$ cat config.mk
export PLATFORM = sky130hd
export DESIGN_NAME = reset_mode_pin_control
export DESIGN_NICKNAME = d
export VERILOG_FILES = /design/src/inc/reset_mode_pin_pkg.sv /design/src/hw/reset_mode_pin_control.sv
export SDC_FILE = /design/constraint.sdc
export NUM_CORES = 1
export LEC_CHECK = 0
export ABC_AREA = 1
export BUFFER_PORTS_ARGS = -buffer_cell sky130_fd_sc_hd__buf_2
export CORE_ASPECT_RATIO = 1.1
export CORE_MARGIN = 2
export CORE_UTILIZATION = 35
export CTS_BUF_LIST = sky130_fd_sc_hd__clkbuf_8 sky130_fd_sc_hd__clkbuf_16
export DETAILED_ROUTE_END_ITERATION = 8
export SLEW_MARGIN = 0
export SYNTH_ARGS = -nofsm -noshare
export SYNTH_HDL_FRONTEND = slang
export SYNTH_SLANG_ARGS = --single-unit
$ cat constraint.sdc
create_clock -name clock -period 1.3 [get_ports clock]
set_input_delay 0.195 -clock clock [delete_from_list [all_inputs] [get_ports clock]]
set_output_delay 0.195 -clock clock [all_outputs]
set_load 0.01 [all_outputs]
$ cat src/inc/reset_mode_pin_pkg.sv
// constants shared by the reset and mode pin control block
// assumes a 32-bit AXI4-Lite register bus and one bus clock domain
package reset_mode_pin_pkg;

  // register byte offsets
  localparam logic [7:0] SYSTEM_OPTIONS_ONE_OFFSET = 8'h00;
  localparam logic [7:0] RESET_CAUSE_OFFSET = 8'h04;
  localparam logic [7:0] DEBUG_FORCE_RESET_OFFSET = 8'h08;
  localparam logic [7:0] PORT_DATA_OFFSET = 8'h0c;
  localparam logic [7:0] PORT_DIRECTION_OFFSET = 8'h10;
  localparam logic [7:0] PORT_PULLUP_OFFSET = 8'h14;
  localparam logic [7:0] PORT_DRIVE_OFFSET = 8'h18;
  localparam logic [7:0] PORT_SLEW_OFFSET = 8'h1c;
  localparam logic [7:0] PORT_GANG_OFFSET = 8'h20;
  localparam logic [7:0] MODE_STATUS_OFFSET = 8'h24;

  // system_options_one fields
  localparam int OPT_RESET_PIN_BIT = 0;
  localparam int OPT_DEBUG_PIN_BIT = 1;
  localparam int OPT_EXT_CLOCK_BIT = 2;

  // reset_cause_register fields
  localparam int CAUSE_DEBUG_BIT = 1;
  localparam int CAUSE_INTERNAL_BIT = 5;
  localparam int CAUSE_PIN_BIT = 6;
  localparam int CAUSE_POR_BIT = 7;

  // debug_force_reset_register and mode status fields
  localparam int FORCE_BIT = 0;
  localparam int STATUS_BACKGROUND_BIT = 0;
  localparam int STATUS_RESET_BIT = 1;
  localparam int STATUS_INT_CLOCK_BIT = 2;

  // values after reset
  localparam logic [7:0] CAUSE_AFTER_POR = 8'h80;
  localparam logic [7:0] PORT_REG_RESET = 8'h00;

  // cycle counts on the bus clock
  localparam int STRETCH_CYCLES = 66;
  localparam int SETTLE_CYCLES = 3;
  localparam int DEBUG_BIT_CYCLES = 16;
  localparam int COUNT_WIDTH = 7;

  // pin positions inside the port
  localparam int DEBUG_PIN_INDEX = 4;
  localparam int RESET_PIN_INDEX = 5;
  localparam int GANG_SOURCE_INDEX = 0;

  // AXI response codes
  localparam logic [1:0] RESP_OKAY = 2'h0;
  localparam logic [1:0] RESP_SLVERR = 2'h2;

endpackage

$ cat src/hw/reset_mode_pin_control.sv
// reset and mode pin control: shared reset pin, reset stretch, reset cause,
// debug/mode pin sampling and general port pin options behind AXI4-Lite
// assumes srst is the power-on reset and all other inputs but the pins are
// on the bus clock; the background debug controller itself lives outside
`timescale 1ns/100ps

module reset_mode_pin_control #(
  parameter int PORT_WIDTH = 8,
  parameter int ADDR_WIDTH = 8
) (
  input wire logic clock,
  input wire logic srst,
  // AXI4-Lite slave
  input wire logic s_axi_awvalid,
  output logic s_axi_awready,
  input wire logic [ADDR_WIDTH-1:0] s_axi_awaddr,
  input wire logic [2:0] s_axi_awprot,
  input wire logic s_axi_wvalid,
  output logic s_axi_wready,
  input wire logic [31:0] s_axi_wdata,
  input wire logic [3:0] s_axi_wstrb,
  output logic s_axi_bvalid,
  input wire logic s_axi_bready,
  output logic [1:0] s_axi_bresp,
  input wire logic s_axi_arvalid,
  output logic s_axi_arready,
  input wire logic [ADDR_WIDTH-1:0] s_axi_araddr,
  input wire logic [2:0] s_axi_arprot,
  output logic s_axi_rvalid,
  input wire logic s_axi_rready,
  output logic [31:0] s_axi_rdata,
  output logic [1:0] s_axi_rresp,
  // port pins, two-way
  input wire logic [PORT_WIDTH-1:0] port_pin_in,
  output logic [PORT_WIDTH-1:0] port_pin_out,
  output logic [PORT_WIDTH-1:0] port_pin_oe,
  output logic [PORT_WIDTH-1:0] port_pin_pullup,
  output logic [PORT_WIDTH-1:0] port_pin_drive_high,
  output logic [PORT_WIDTH-1:0] port_pin_slew_enable,
  // peripherals that may own pins
  input wire logic [PORT_WIDTH-1:0] peripheral_select,
  input wire logic [PORT_WIDTH-1:0] peripheral_oe,
  input wire logic [PORT_WIDTH-1:0] peripheral_out,
  // background debug controller side
  input wire logic debug_drive_low,
  input wire logic debug_speedup,
  output logic debug_pin_level,
  output logic debug_bit_strobe,
  // internal reset sources and system outputs
  input wire logic internal_reset_request,
  output logic system_reset,
  output logic background_mode,
  output logic clock_source_internal
);

  localparam int W = PORT_WIDTH;
  localparam logic [reset_mode_pin_pkg::COUNT_WIDTH-1:0] STRETCH_LOAD =
    reset_mode_pin_pkg::COUNT_WIDTH'(reset_mode_pin_pkg::STRETCH_CYCLES
                                      + reset_mode_pin_pkg::SETTLE_CYCLES);
  localparam logic [reset_mode_pin_pkg::COUNT_WIDTH-1:0] SETTLE_LOAD =
    reset_mode_pin_pkg::COUNT_WIDTH'(reset_mode_pin_pkg::SETTLE_CYCLES);
  localparam logic [3:0] DEBUG_BIT_LAST =
    4'(reset_mode_pin_pkg::DEBUG_BIT_CYCLES - 1);

  // pin synchronisers
  logic [W-1:0] pin_meta_reg;
  logic [W-1:0] pin_sync_reg;

  // registers
  logic reset_pin_enable_reg;
  logic [1:0] reset_pin_armed_reg;
  logic debug_pin_enable_reg;
  logic ext_clock_select_reg;
  logic [7:0] cause_reg;
  logic [W-1:0] data_reg;
  logic [W-1:0] direction_reg;
  logic [W-1:0] pullup_reg;
  logic [W-1:0] drive_reg;
  logic [W-1:0] slew_reg;
  logic [W-1:0] gang_reg;
  logic background_mode_reg;
  logic sample_pending_reg;
  logic [reset_mode_pin_pkg::COUNT_WIDTH-1:0] count_reg;
  logic [reset_mode_pin_pkg::COUNT_WIDTH-1:0] count_next;
  logic [3:0] bit_count_reg;

  // bus state
  logic bvalid_reg;
  logic [1:0] bresp_reg;
  logic rvalid_reg;
  logic [31:0] rdata_reg;
  logic [1:0] rresp_reg;

  // bus decode
  wire write_fire = s_axi_awvalid & s_axi_wvalid & ~bvalid_reg;
  wire read_fire = s_axi_arvalid & ~rvalid_reg;
  wire [7:0] waddr = s_axi_awaddr[7:0];
  wire [7:0] raddr = s_axi_araddr[7:0];
  wire write_lane = write_fire & s_axi_wstrb[0];
  wire wr_options = write_lane & (waddr == reset_mode_pin_pkg::SYSTEM_OPTIONS_ONE_OFFSET);
  wire wr_force = write_lane & (waddr == reset_mode_pin_pkg::DEBUG_FORCE_RESET_OFFSET);
  wire wr_data = write_lane & (waddr == reset_mode_pin_pkg::PORT_DATA_OFFSET);
  wire wr_direction = write_lane & (waddr == reset_mode_pin_pkg::PORT_DIRECTION_OFFSET);
  wire wr_pullup = write_lane & (waddr == reset_mode_pin_pkg::PORT_PULLUP_OFFSET);
  wire wr_drive = write_lane & (waddr == reset_mode_pin_pkg::PORT_DRIVE_OFFSET);
  wire wr_slew = write_lane & (waddr == reset_mode_pin_pkg::PORT_SLEW_OFFSET);
  wire wr_gang = write_lane & (waddr == reset_mode_pin_pkg::PORT_GANG_OFFSET);
  // registers sit at every word from zero up to the status register
  wire waddr_mapped = (waddr[1:0] == 2'h0) &
    (waddr <= reset_mode_pin_pkg::MODE_STATUS_OFFSET);

  // reset sequencing
  wire reset_busy = (count_reg != '0);
  wire pin_reset_request =
    reset_pin_armed_reg[1] & ~pin_sync_reg[reset_mode_pin_pkg::RESET_PIN_INDEX];
  wire force_request = wr_force & s_axi_wdata[reset_mode_pin_pkg::FORCE_BIT];
  // requests are ignored while a reset runs, so our own low drive on the pin
  // and its synchroniser delay cannot retrigger a further reset
  wire soft_reset = ~reset_busy & (pin_reset_request | internal_reset_request | force_request);
  wire any_reset = srst | soft_reset;
  wire reset_drive_low = reset_pin_enable_reg & (count_reg > SETTLE_LOAD);
  wire reset_release = (count_reg == 7'h01);

  wire [7:0] soft_cause;
  assign soft_cause[reset_mode_pin_pkg::CAUSE_POR_BIT] = 1'b0;
  assign soft_cause[reset_mode_pin_pkg::CAUSE_PIN_BIT] = pin_reset_request;
  assign soft_cause[reset_mode_pin_pkg::CAUSE_INTERNAL_BIT] = internal_reset_request;
  assign soft_cause[4:2] = 3'h0;
  assign soft_cause[reset_mode_pin_pkg::CAUSE_DEBUG_BIT] = force_request;
  assign soft_cause[0] = 1'b0;

  always_comb begin
    if (soft_reset) begin
      count_next = STRETCH_LOAD;
    end else if (reset_busy) begin
      count_next = count_reg - 7'h01;
    end else begin
      count_next = count_reg;
    end
  end

  always_ff @(posedge clock) begin
    pin_meta_reg <= port_pin_in;
    pin_sync_reg <= pin_meta_reg;
  end

  // power-on reset loads only the settle count: synchronisers fill before
  // the mode pin is sampled, and the reset pin is not driven
  always_ff @(posedge clock) begin
    if (srst) begin
      count_reg <= SETTLE_LOAD;
    end else begin
      count_reg <= count_next;
    end
  end

  always_ff @(posedge clock) begin
    if (srst) begin
      cause_reg <= reset_mode_pin_pkg::CAUSE_AFTER_POR;
    end else if (soft_reset) begin
      cause_reg <= soft_cause;
    end
  end

  always_ff @(posedge clock) begin
    if (srst) begin
      reset_pin_enable_reg <= 1'b0;
    end else if (wr_options & s_axi_wdata[reset_mode_pin_pkg::OPT_RESET_PIN_BIT]) begin
      reset_pin_enable_reg <= 1'b1;
    end
  end

  // the synchronised level is trusted only two edges after the pull-up
  // comes on, so a floating pin cannot fake a reset at enable time
  always_ff @(posedge clock) begin
    if (srst) begin
      reset_pin_armed_reg <= 2'h0;
    end else begin
      reset_pin_armed_reg <= {reset_pin_armed_reg[0], reset_pin_enable_reg};
    end
  end

  always_ff @(posedge clock) begin
    if (any_reset) begin
      debug_pin_enable_reg <= 1'b1;
      ext_clock_select_reg <= 1'b0;
    end else if (wr_options) begin
      debug_pin_enable_reg <= s_axi_wdata[reset_mode_pin_pkg::OPT_DEBUG_PIN_BIT];
      ext_clock_select_reg <= s_axi_wdata[reset_mode_pin_pkg::OPT_EXT_CLOCK_BIT];
    end
  end

  // mode pin is read at the release of a power-on or forced reset only
  always_ff @(posedge clock) begin
    if (srst) begin
      sample_pending_reg <= 1'b1;
    end else if (soft_reset) begin
      sample_pending_reg <= force_request;
    end else if (reset_release) begin
      sample_pending_reg <= 1'b0;
    end
  end

  always_ff @(posedge clock) begin
    if (srst) begin
      background_mode_reg <= 1'b0;
    end else if (reset_release & sample_pending_reg) begin
      background_mode_reg <= ~pin_sync_reg[reset_mode_pin_pkg::DEBUG_PIN_INDEX];
    end
  end

  always_ff @(posedge clock) begin
    if (any_reset) begin
      data_reg <= W'(reset_mode_pin_pkg::PORT_REG_RESET);
      direction_reg <= W'(reset_mode_pin_pkg::PORT_REG_RESET);
      pullup_reg <= W'(reset_mode_pin_pkg::PORT_REG_RESET);
      drive_reg <= W'(reset_mode_pin_pkg::PORT_REG_RESET);
      slew_reg <= W'(reset_mode_pin_pkg::PORT_REG_RESET);
      gang_reg <= W'(reset_mode_pin_pkg::PORT_REG_RESET);
    end else begin
      if (wr_data) data_reg <= s_axi_wdata[W-1:0];
      if (wr_direction) direction_reg <= s_axi_wdata[W-1:0];
      if (wr_pullup) pullup_reg <= s_axi_wdata[W-1:0];
      if (wr_drive) drive_reg <= s_axi_wdata[W-1:0];
      if (wr_slew) slew_reg <= s_axi_wdata[W-1:0];
      if (wr_gang) gang_reg <= s_axi_wdata[W-1:0];
    end
  end

  // bit-time strobe for the debug controller while the debug pin is enabled
  always_ff @(posedge clock) begin
    if (any_reset | ~debug_pin_enable_reg | (bit_count_reg == DEBUG_BIT_LAST)) begin
      bit_count_reg <= 4'h0;
    end else begin
      bit_count_reg <= bit_count_reg + 4'h1;
    end
  end

  // write channel: address and data are taken together, response follows
  always_ff @(posedge clock) begin
    if (srst) begin
      bvalid_reg <= 1'b0;
      bresp_reg <= reset_mode_pin_pkg::RESP_OKAY;
    end else if (write_fire) begin
      bvalid_reg <= 1'b1;
      bresp_reg <= waddr_mapped ? reset_mode_pin_pkg::RESP_OKAY
                                : reset_mode_pin_pkg::RESP_SLVERR;
    end else if (s_axi_bready) begin
      bvalid_reg <= 1'b0;
    end
  end

  // read channel
  wire [W-1:0] port_read_value;
  wire [7:0] options_value;
  wire [7:0] status_value;
  assign options_value = {5'h00, ext_clock_select_reg, debug_pin_enable_reg,
                          reset_pin_enable_reg};
  assign status_value = {5'h00, ~ext_clock_select_reg, system_reset, background_mode_reg};
  wire [31:0] options_word = 32'(options_value);
  wire [31:0] cause_word = 32'(cause_reg);
  wire [31:0] status_word = 32'(status_value);
  wire [31:0] data_word = 32'(port_read_value);
  wire [31:0] direction_word = 32'(direction_reg);
  wire [31:0] pullup_word = 32'(pullup_reg);
  wire [31:0] drive_word = 32'(drive_reg);
  wire [31:0] slew_word = 32'(slew_reg);
  wire [31:0] gang_word = 32'(gang_reg);
  wire [31:0] read_value =
    (raddr == reset_mode_pin_pkg::SYSTEM_OPTIONS_ONE_OFFSET) ? options_word :
    (raddr == reset_mode_pin_pkg::RESET_CAUSE_OFFSET) ? cause_word :
    (raddr == reset_mode_pin_pkg::PORT_DATA_OFFSET) ? data_word :
    (raddr == reset_mode_pin_pkg::PORT_DIRECTION_OFFSET) ? direction_word :
    (raddr == reset_mode_pin_pkg::PORT_PULLUP_OFFSET) ? pullup_word :
    (raddr == reset_mode_pin_pkg::PORT_DRIVE_OFFSET) ? drive_word :
    (raddr == reset_mode_pin_pkg::PORT_SLEW_OFFSET) ? slew_word :
    (raddr == reset_mode_pin_pkg::PORT_GANG_OFFSET) ? gang_word :
    (raddr == reset_mode_pin_pkg::MODE_STATUS_OFFSET) ? status_word : 32'h00000000;
  wire raddr_mapped = (raddr[1:0] == 2'h0) &
    (raddr <= reset_mode_pin_pkg::MODE_STATUS_OFFSET);

  always_ff @(posedge clock) begin
    if (srst) begin
      rvalid_reg <= 1'b0;
      rdata_reg <= 32'h00000000;
      rresp_reg <= reset_mode_pin_pkg::RESP_OKAY;
    end else if (read_fire) begin
      rvalid_reg <= 1'b1;
      rdata_reg <= read_value;
      rresp_reg <= raddr_mapped ? reset_mode_pin_pkg::RESP_OKAY
                                : reset_mode_pin_pkg::RESP_SLVERR;
    end else if (s_axi_rready) begin
      rvalid_reg <= 1'b0;
    end
  end

  // per-pin muxing: dedicated reset/debug function first, then ganged
  // output, then a peripheral, then the port registers
  wire gang_data = data_reg[reset_mode_pin_pkg::GANG_SOURCE_INDEX];
  genvar i;
  generate
    for (i = 0; i < W; i = i + 1) begin : g_pin
      wire gpio_oe = gang_reg[i] | (peripheral_select[i] ? peripheral_oe[i]
                                                         : direction_reg[i]);
      wire gpio_out = gang_reg[i] ? gang_data :
                      (peripheral_select[i] ? peripheral_out[i] : data_reg[i]);
      wire gpio_pullup = pullup_reg[i] & ~gpio_oe;
      // the read source follows direction even when a peripheral owns the pin
      assign port_read_value[i] = direction_reg[i] ? data_reg[i] : pin_sync_reg[i];
      if (i == reset_mode_pin_pkg::RESET_PIN_INDEX) begin : g_reset
        // open drain while reset_pin_enable_reg is set: then only ever drives low
        assign port_pin_oe[i] = reset_pin_enable_reg ? reset_drive_low : gpio_oe;
        assign port_pin_out[i] = reset_pin_enable_reg ? 1'b0 : gpio_out;
        assign port_pin_pullup[i] = reset_pin_enable_reg | gpio_pullup;
      end else if (i == reset_mode_pin_pkg::DEBUG_PIN_INDEX) begin : g_debug
        // pseudo open drain with driven high speedup pulses
        assign port_pin_oe[i] = debug_pin_enable_reg ? (debug_drive_low | debug_speedup)
                                                     : gpio_oe;
        assign port_pin_out[i] = debug_pin_enable_reg ? debug_speedup : gpio_out;
        assign port_pin_pullup[i] = debug_pin_enable_reg | gpio_pullup;
      end else begin : g_plain
        assign port_pin_oe[i] = gpio_oe;
        assign port_pin_out[i] = gpio_out;
        assign port_pin_pullup[i] = gpio_pullup;
      end
    end
  endgenerate

  // ganged pins follow the source pin's drive and slew settings
  assign port_pin_drive_high = (drive_reg & ~gang_reg) |
    ({W{drive_reg[reset_mode_pin_pkg::GANG_SOURCE_INDEX]}} & gang_reg);
  assign port_pin_slew_enable = (slew_reg & ~gang_reg) |
    ({W{slew_reg[reset_mode_pin_pkg::GANG_SOURCE_INDEX]}} & gang_reg);

  assign debug_pin_level = pin_sync_reg[reset_mode_pin_pkg::DEBUG_PIN_INDEX];
  assign debug_bit_strobe = debug_pin_enable_reg & (bit_count_reg == DEBUG_BIT_LAST);
  assign system_reset = srst | reset_busy;
  assign background_mode = background_mode_reg;
  assign clock_source_internal = ~ext_clock_select_reg;

  assign s_axi_awready = write_fire;
  assign s_axi_wready = write_fire;
  assign s_axi_bvalid = bvalid_reg;
  assign s_axi_bresp = bresp_reg;
  assign s_axi_arready = ~rvalid_reg;
  assign s_axi_rvalid = rvalid_reg;
  assign s_axi_rdata = rdata_reg;
  assign s_axi_rresp = rresp_reg;

endmodule // reset_mode_pin_control

# [Yosys cells after proc, flatten, opt, wreduce, memory -nomap -nowiden]
# Cells that the tools add are included.
[op_classes] reduce_logical=10 n_bitwise=68 n_mux=55 magnitude_cmp=3 eq_ne=17 addsub=2
[op_table] op="equality test 8 x 5 -> 1 bit, second input constant" count=8
[op_table] op="2-to-1 mux 8 bit" count=8
[op_table] op="2-to-1 mux 1 bit" count=42
[op_table] op="AND 8 bit" count=4
[op_table] op="AND 1 bit" count=29
[op_table] op="equality test 8 x 4 -> 1 bit, second input constant" count=3
[op_table] op="equality test 8 x 6 -> 1 bit, second input constant" count=3
[op_table] op="OR 1 bit" count=17
[op_table] op="<= comparator 8 x 6 -> 1 bit, second input constant" count=2
[op_table] op="zero test 8 bit" count=2
[op_table] op="OR 8 bit" count=2
[op_table] op="inverter 1 bit" count=15
[op_table] op="2-to-1 mux 7 bit" count=2
[op_table] op="equality test 8 x 3 -> 1 bit, second input constant" count=1
[op_table] op="inverter 8 bit" count=1
[op_table] op="nonzero test 2 bit" count=4
[op_table] op="equality test 7 x 1 -> 1 bit, second input constant" count=1
[op_table] op="> comparator 7 x 2 -> 1 bit, second input constant" count=1
[op_table] op="nonzero test 7 bit" count=1
[op_table] op="subtractor 7 x 1 -> 7 bit, second input constant" count=1
[op_table] op="adder 4 x 1 -> 4 bit, second input constant" count=1
[op_table] op="equality test 4 bit, second input constant" count=1
[op_table] op="zero test 2 bit" count=2
[op_table] op="2-to-1 mux 2 bit" count=2
[op_table] op="other kinds (2)" count=2
[word_totals] register_bits=124 wordCells=178 input_bits=100 output_inout_bits=86

# [Logic depth before layout (Yosys ltp)]
[depth] ltp_word=11 ltp_mapped=11 mapped_depth_nobuf=11

# [Worst setup path before layout]
# Ideal clock, no wire load.
[synth_timing] path_kind="register to register" from="register count_reg[0] (netlist bit)" to="register rdata_reg[1], in the netlist s_axi_rdata[1]" stages_incl_launch_ff=12 arrival_ns=1.363 t_required_ns=1.168 setup_time_ns=0.132 period_less_slack_ns=1.495 setup_slack_ns=-0.195 n_path_buf=0 cell_sequence="dfxtp_1 > inv_1 > ha_1 > inv_1 > nor2_1 > nand3_1 > nand2_1 > nand4_1 > nor2_1 > nand4_1 > nand2_1 > a21oi_1"
[synth_between] elab_chain_len=11
[synth_lines] item="start: declaration" line="reset_mode_pin_control.sv:83" rtl="logic [reset_mode_pin_pkg::COUNT_WIDTH-1:0] count_reg;"
[synth_lines] item="start signal: assignment" line="reset_mode_pin_control.sv:153" rtl="count_reg <= count_next;"
[synth_lines] item="nonzero test 7 bit" line="reset_mode_pin_control.sv:113" rtl="wire reset_busy = (count_reg != '0);"
[synth_lines] item="OR 1 bit" line="reset_mode_pin_control.sv:337" rtl="assign system_reset = srst | reset_busy;"
[synth_lines] item="net system_reset" line="reset_mode_pin_control.sv:51" rtl="output logic system_reset,"
[synth_lines] item="2-to-1 mux 3 bit" line="reset_mode_pin_control.sv:278" rtl="(raddr == reset_mode_pin_pkg::MODE_STATUS_OFFSET) ? status_word : 32'h00000000;"
[synth_lines] item="2-to-1 mux 8 bit" line="reset_mode_pin_control.sv:277" rtl="(raddr == reset_mode_pin_pkg::PORT_GANG_OFFSET) ? gang_word :"
[synth_lines] item="2-to-1 mux 8 bit" line="reset_mode_pin_control.sv:276" rtl="(raddr == reset_mode_pin_pkg::PORT_SLEW_OFFSET) ? slew_word :"
[synth_lines] item="2-to-1 mux 8 bit" line="reset_mode_pin_control.sv:275" rtl="(raddr == reset_mode_pin_pkg::PORT_DRIVE_OFFSET) ? drive_word :"
[synth_lines] item="2-to-1 mux 8 bit" line="reset_mode_pin_control.sv:274" rtl="(raddr == reset_mode_pin_pkg::PORT_PULLUP_OFFSET) ? pullup_word :"
[synth_lines] item="2-to-1 mux 8 bit" line="reset_mode_pin_control.sv:273" rtl="(raddr == reset_mode_pin_pkg::PORT_DIRECTION_OFFSET) ? direction_word :"
[synth_lines] item="2-to-1 mux 8 bit" line="reset_mode_pin_control.sv:272" rtl="(raddr == reset_mode_pin_pkg::PORT_DATA_OFFSET) ? data_word :"
[synth_lines] item="2-to-1 mux 8 bit" line="reset_mode_pin_control.sv:271" rtl="(raddr == reset_mode_pin_pkg::RESET_CAUSE_OFFSET) ? cause_word :"
[synth_lines] item="2-to-1 mux 8 bit" line="reset_mode_pin_control.sv:270" rtl="(raddr == reset_mode_pin_pkg::SYSTEM_OPTIONS_ONE_OFFSET) ? options_word :"
[synth_lines] item="end signal: assignment" line="reset_mode_pin_control.sv:289" rtl="rdata_reg <= read_value;"
[synth_lines] item="end: declaration" line="reset_mode_pin_control.sv:91" rtl="logic [31:0] rdata_reg;"
# The timed path passes the listed nets, and every way through them passes these cells.
# A chain may end at the register's enable or synchronous reset.

# [Final worst setup path]
[layout_timing] from="register count_reg[1] (netlist bit)" to="output port_pin_oe[5]"
[layout_between] elab_chain_len=3
[layout_lines] item="> comparator 7 x 2 -> 1 bit" line="reset_mode_pin_control.sv:121" rtl="wire reset_drive_low = reset_pin_enable_reg & (count_reg > SETTLE_LOAD);"
[layout_lines] item="AND 1 bit" line="reset_mode_pin_control.sv:121"
[layout_lines] item="2-to-1 mux 1 bit" line="reset_mode_pin_control.sv:312" rtl="assign port_pin_oe[i] = reset_pin_enable_reg ? reset_drive_low : gpio_oe;"
[layout_lines] item="end: declaration" line="reset_mode_pin_control.sv:36" rtl="output logic [PORT_WIDTH-1:0] port_pin_oe,"
# No other way between the ends.

==> out/qor.txt <==
RSZ-0062 raised after global routing - true
Drc violations - 0
Count of cell types in the netlist - 47
Register area share after synthesis - 37.3%
DRT iter0 DRCs - 352
Number of I/O pins - 186
1st-pass router iterations - 5
Die area - 16000 sq um
Vias per cell - 4.88
Clock Tree Root - clkbuf_16
Leak - 3.58 nW
Initial antenna violation count - 0
Ant diodes - 0
Inserted Clock Buffers - 9
CP max-delay cell - dfxtp_2
Total chip power - 8.41 mW
Post-layout minimum cycle time - 1620 ps
Synth Cell Area - 5260 sq um
Total GRT Usage - 23.5%
First-pass GRT wire length - 28900 um
WP data arrival - 1430 ps
YS warnings - 0
Hpwl dp - 13600 um
Main flop type after synthesis - dfxtp_1
Max cap viols - 0
Drt wl/cell - 15.9 um
Clock Latency Late Sink - 360 ps
EDFF count, synth - 0
Synth area leaders - dfxtp_1 37%, nand2_1 12%, a21oi_1 8.8%
Final worst-path cycle share - 125%
Fmax achieved - 617 MHz
Async S/R FF share, synth - 0%
Port buffer count - 126
Final wirelength - 18900 um
Largest net degree at the start of global routing - 17
Clock transition at path regs - 70 ps
Cell Chain, Critical Path - inv_2 > buf_6 > nor3_4 > nor2_1 > a32oi_1 > buf_2
CP max FO - 3
Post-DRT Antenna Nets - 0
Final #Nets - 1095
Mean post-synth cell area - 7.09 sq um
Final Hold Vio Count - 0
Clock Path Buffers - 2
Largest area contributor in the netlist - dfxtp_1
Proportion of layout cells with a drive suffix above 1 - 48.3%
Core Rows - 47
CP Capture Type - primary output
Area fraction of the dominant cell type after synthesis - 37.3%
Setup tns final - -15170 ps
Peak supply drop - 591 uV
Die H - 133 um
Total number of vias - 5817
# clock sinks - 98
Worst min path class - in2reg
Slew Limit Fails - 0
Area of the core - 14900 sq um
Placed cells - 1129
Final setup fails - 93
Gpl congestion - 0.912
H-Tree Depth - 3
Final setup slack of the worst path - -322 ps
Number of synthesized register bits - 98
Outcome - finished with violations
Starting Density - 35.4%
Skew final - 5.09 ps
Grt ovf - 0
Die W - 121 um
Number of global-route vias before repair - 5534
Crit path kind - reg2out
CTS tree - yes
PwrDens - 1030 nW/um^2
Most frequent cells after synthesis - 175 x nand2_1, 98 x dfxtp_1, 92 x a21oi_1
Cells after Synth - 742
Most common cell in the netlist - nand2_1
Non-filler instance count after layout - 1191
WP data required - 1110 ps
Max incr delay on CP - 350 ps
CP startpoint kind - register
Area growth from synthesis to layout - 55.8%
Failing checks - setup timing
==> area by class of cell <==
cell class | instances | area, sq um
tap | 196 | 245
multi-input combinational | 521 | 3160
fill | 1430 | 6680
timing repair buffer | 269 | 2030
clock buffer | 11 | 253
sequential | 98 | 2020
inverter | 91 | 389
clock inverter | 5 | 100
==> kinds of logic after synthesis <==
family,synth area share [%]
fa+ha+maj,1.19
compound gates,16.4
other cells,0.0713
flops,37.3
buf+inv,14.9
xor+xnor,0.500
simple gates,29.7
==> critical path: cells and delay by family (launching register included) <==
kind	cells	cell delay, ps
DFF	1	350
buffers and inverters	3	310
AOI/OAI and AO/OA	1	180
and+or+nand+nor	2	220
==> final timing paths <==
check	from	endpoint	slack [ps]	cells past startpoint
worst max-delay path	count_reg[1]	port_pin_oe[5]	-320	6
worst min-delay path	s_axi_bready	s_axi_bvalid	140	4
worst max register to register	count_reg[0]	data_reg[7]	-290	12
worst min register to register	pin_meta_reg[3]	pin_sync_reg[3]	330	0
==> per-stage QoR <==
stage                     utilization (%)  hold slack (ps)  setup slack, ps  instance area (sq um)
after CTS                            53.0              143             -373                   7880
after global placement               44.6              298             -198                   6640
after floorplan                         -              223             -152                   5370
after detailed placement             44.6              299             -216                   6640
final                                55.1              143             -322                   8200
after global routing                 55.1              166             -394                   8200
==> layer usage <==
| metal | vias up | GRT usage [%] | part of all wire (%) |
|---|---|---|---|
| met5 | - | 0 | 0 |
| met2 | 254 | 38.7 | 48 |
| li1 | 2848 | - | - |
| met4 | 0 | 12.0 | 4.4 |
| met3 | 47 | 4.44 | 6.9 |
| met1 | 2668 | 29.2 | 40 |
==> layout by cell type (no fill, tap or decap), types with 4 or more instances in the layout <==
| master | instances |
|---|---|
| o22ai_1 | 5 |
| nor2_4 | 11 |
| nor2_2 | 13 |
| o21ai_0 | 10 |
| dfxtp_2 | 15 |
| nand4_1 | 5 |
| a21oi_1 | 37 |
| nor2_1 | 45 |
| buf_6 | 26 |
| nand2_8 | 4 |
| buf_4 | 99 |
| nand3_2 | 7 |
| nand3_1 | 47 |
| dfxtp_4 | 11 |
| o211ai_1 | 5 |
| buf_12 | 11 |
| inv_6 | 4 |
| dfxtp_1 | 72 |
| o21ai_2 | 15 |
| inv_1 | 64 |
| nand2_1 | 152 |
| conb_1 | 26 |
| nand2_4 | 6 |
| clkbuf_16 | 9 |
| nand3b_1 | 6 |
| dlygate4sd3_1 | 8 |
| a21oi_2 | 53 |
| nand2_2 | 19 |
| o21ai_1 | 14 |
| inv_2 | 18 |
| buf_2 | 122 |
==> report_power, final <==
group          leakage, nW  switching, mW  internal [mW]
registers            0.812          0.108           3.14
clock network        0.176           1.21           1.98
logic                 2.59           1.02          0.950
total                 3.58           2.34           6.07
==> repair_timing <==
| item | in CTS | in global routing |
|---|---|---|
| resized for setup | 184 | 73 |
| setup endpoints to repair | 104 | 109 |
| pin swaps | 34 | 30 |
| hold endpoints to repair | 8 | 0 |
| buffers inserted | 24 | 11 |
| cloned | 5 | 0 |
| hold buffers | 8 | 0 |
(Power assumes the default switching activity.)
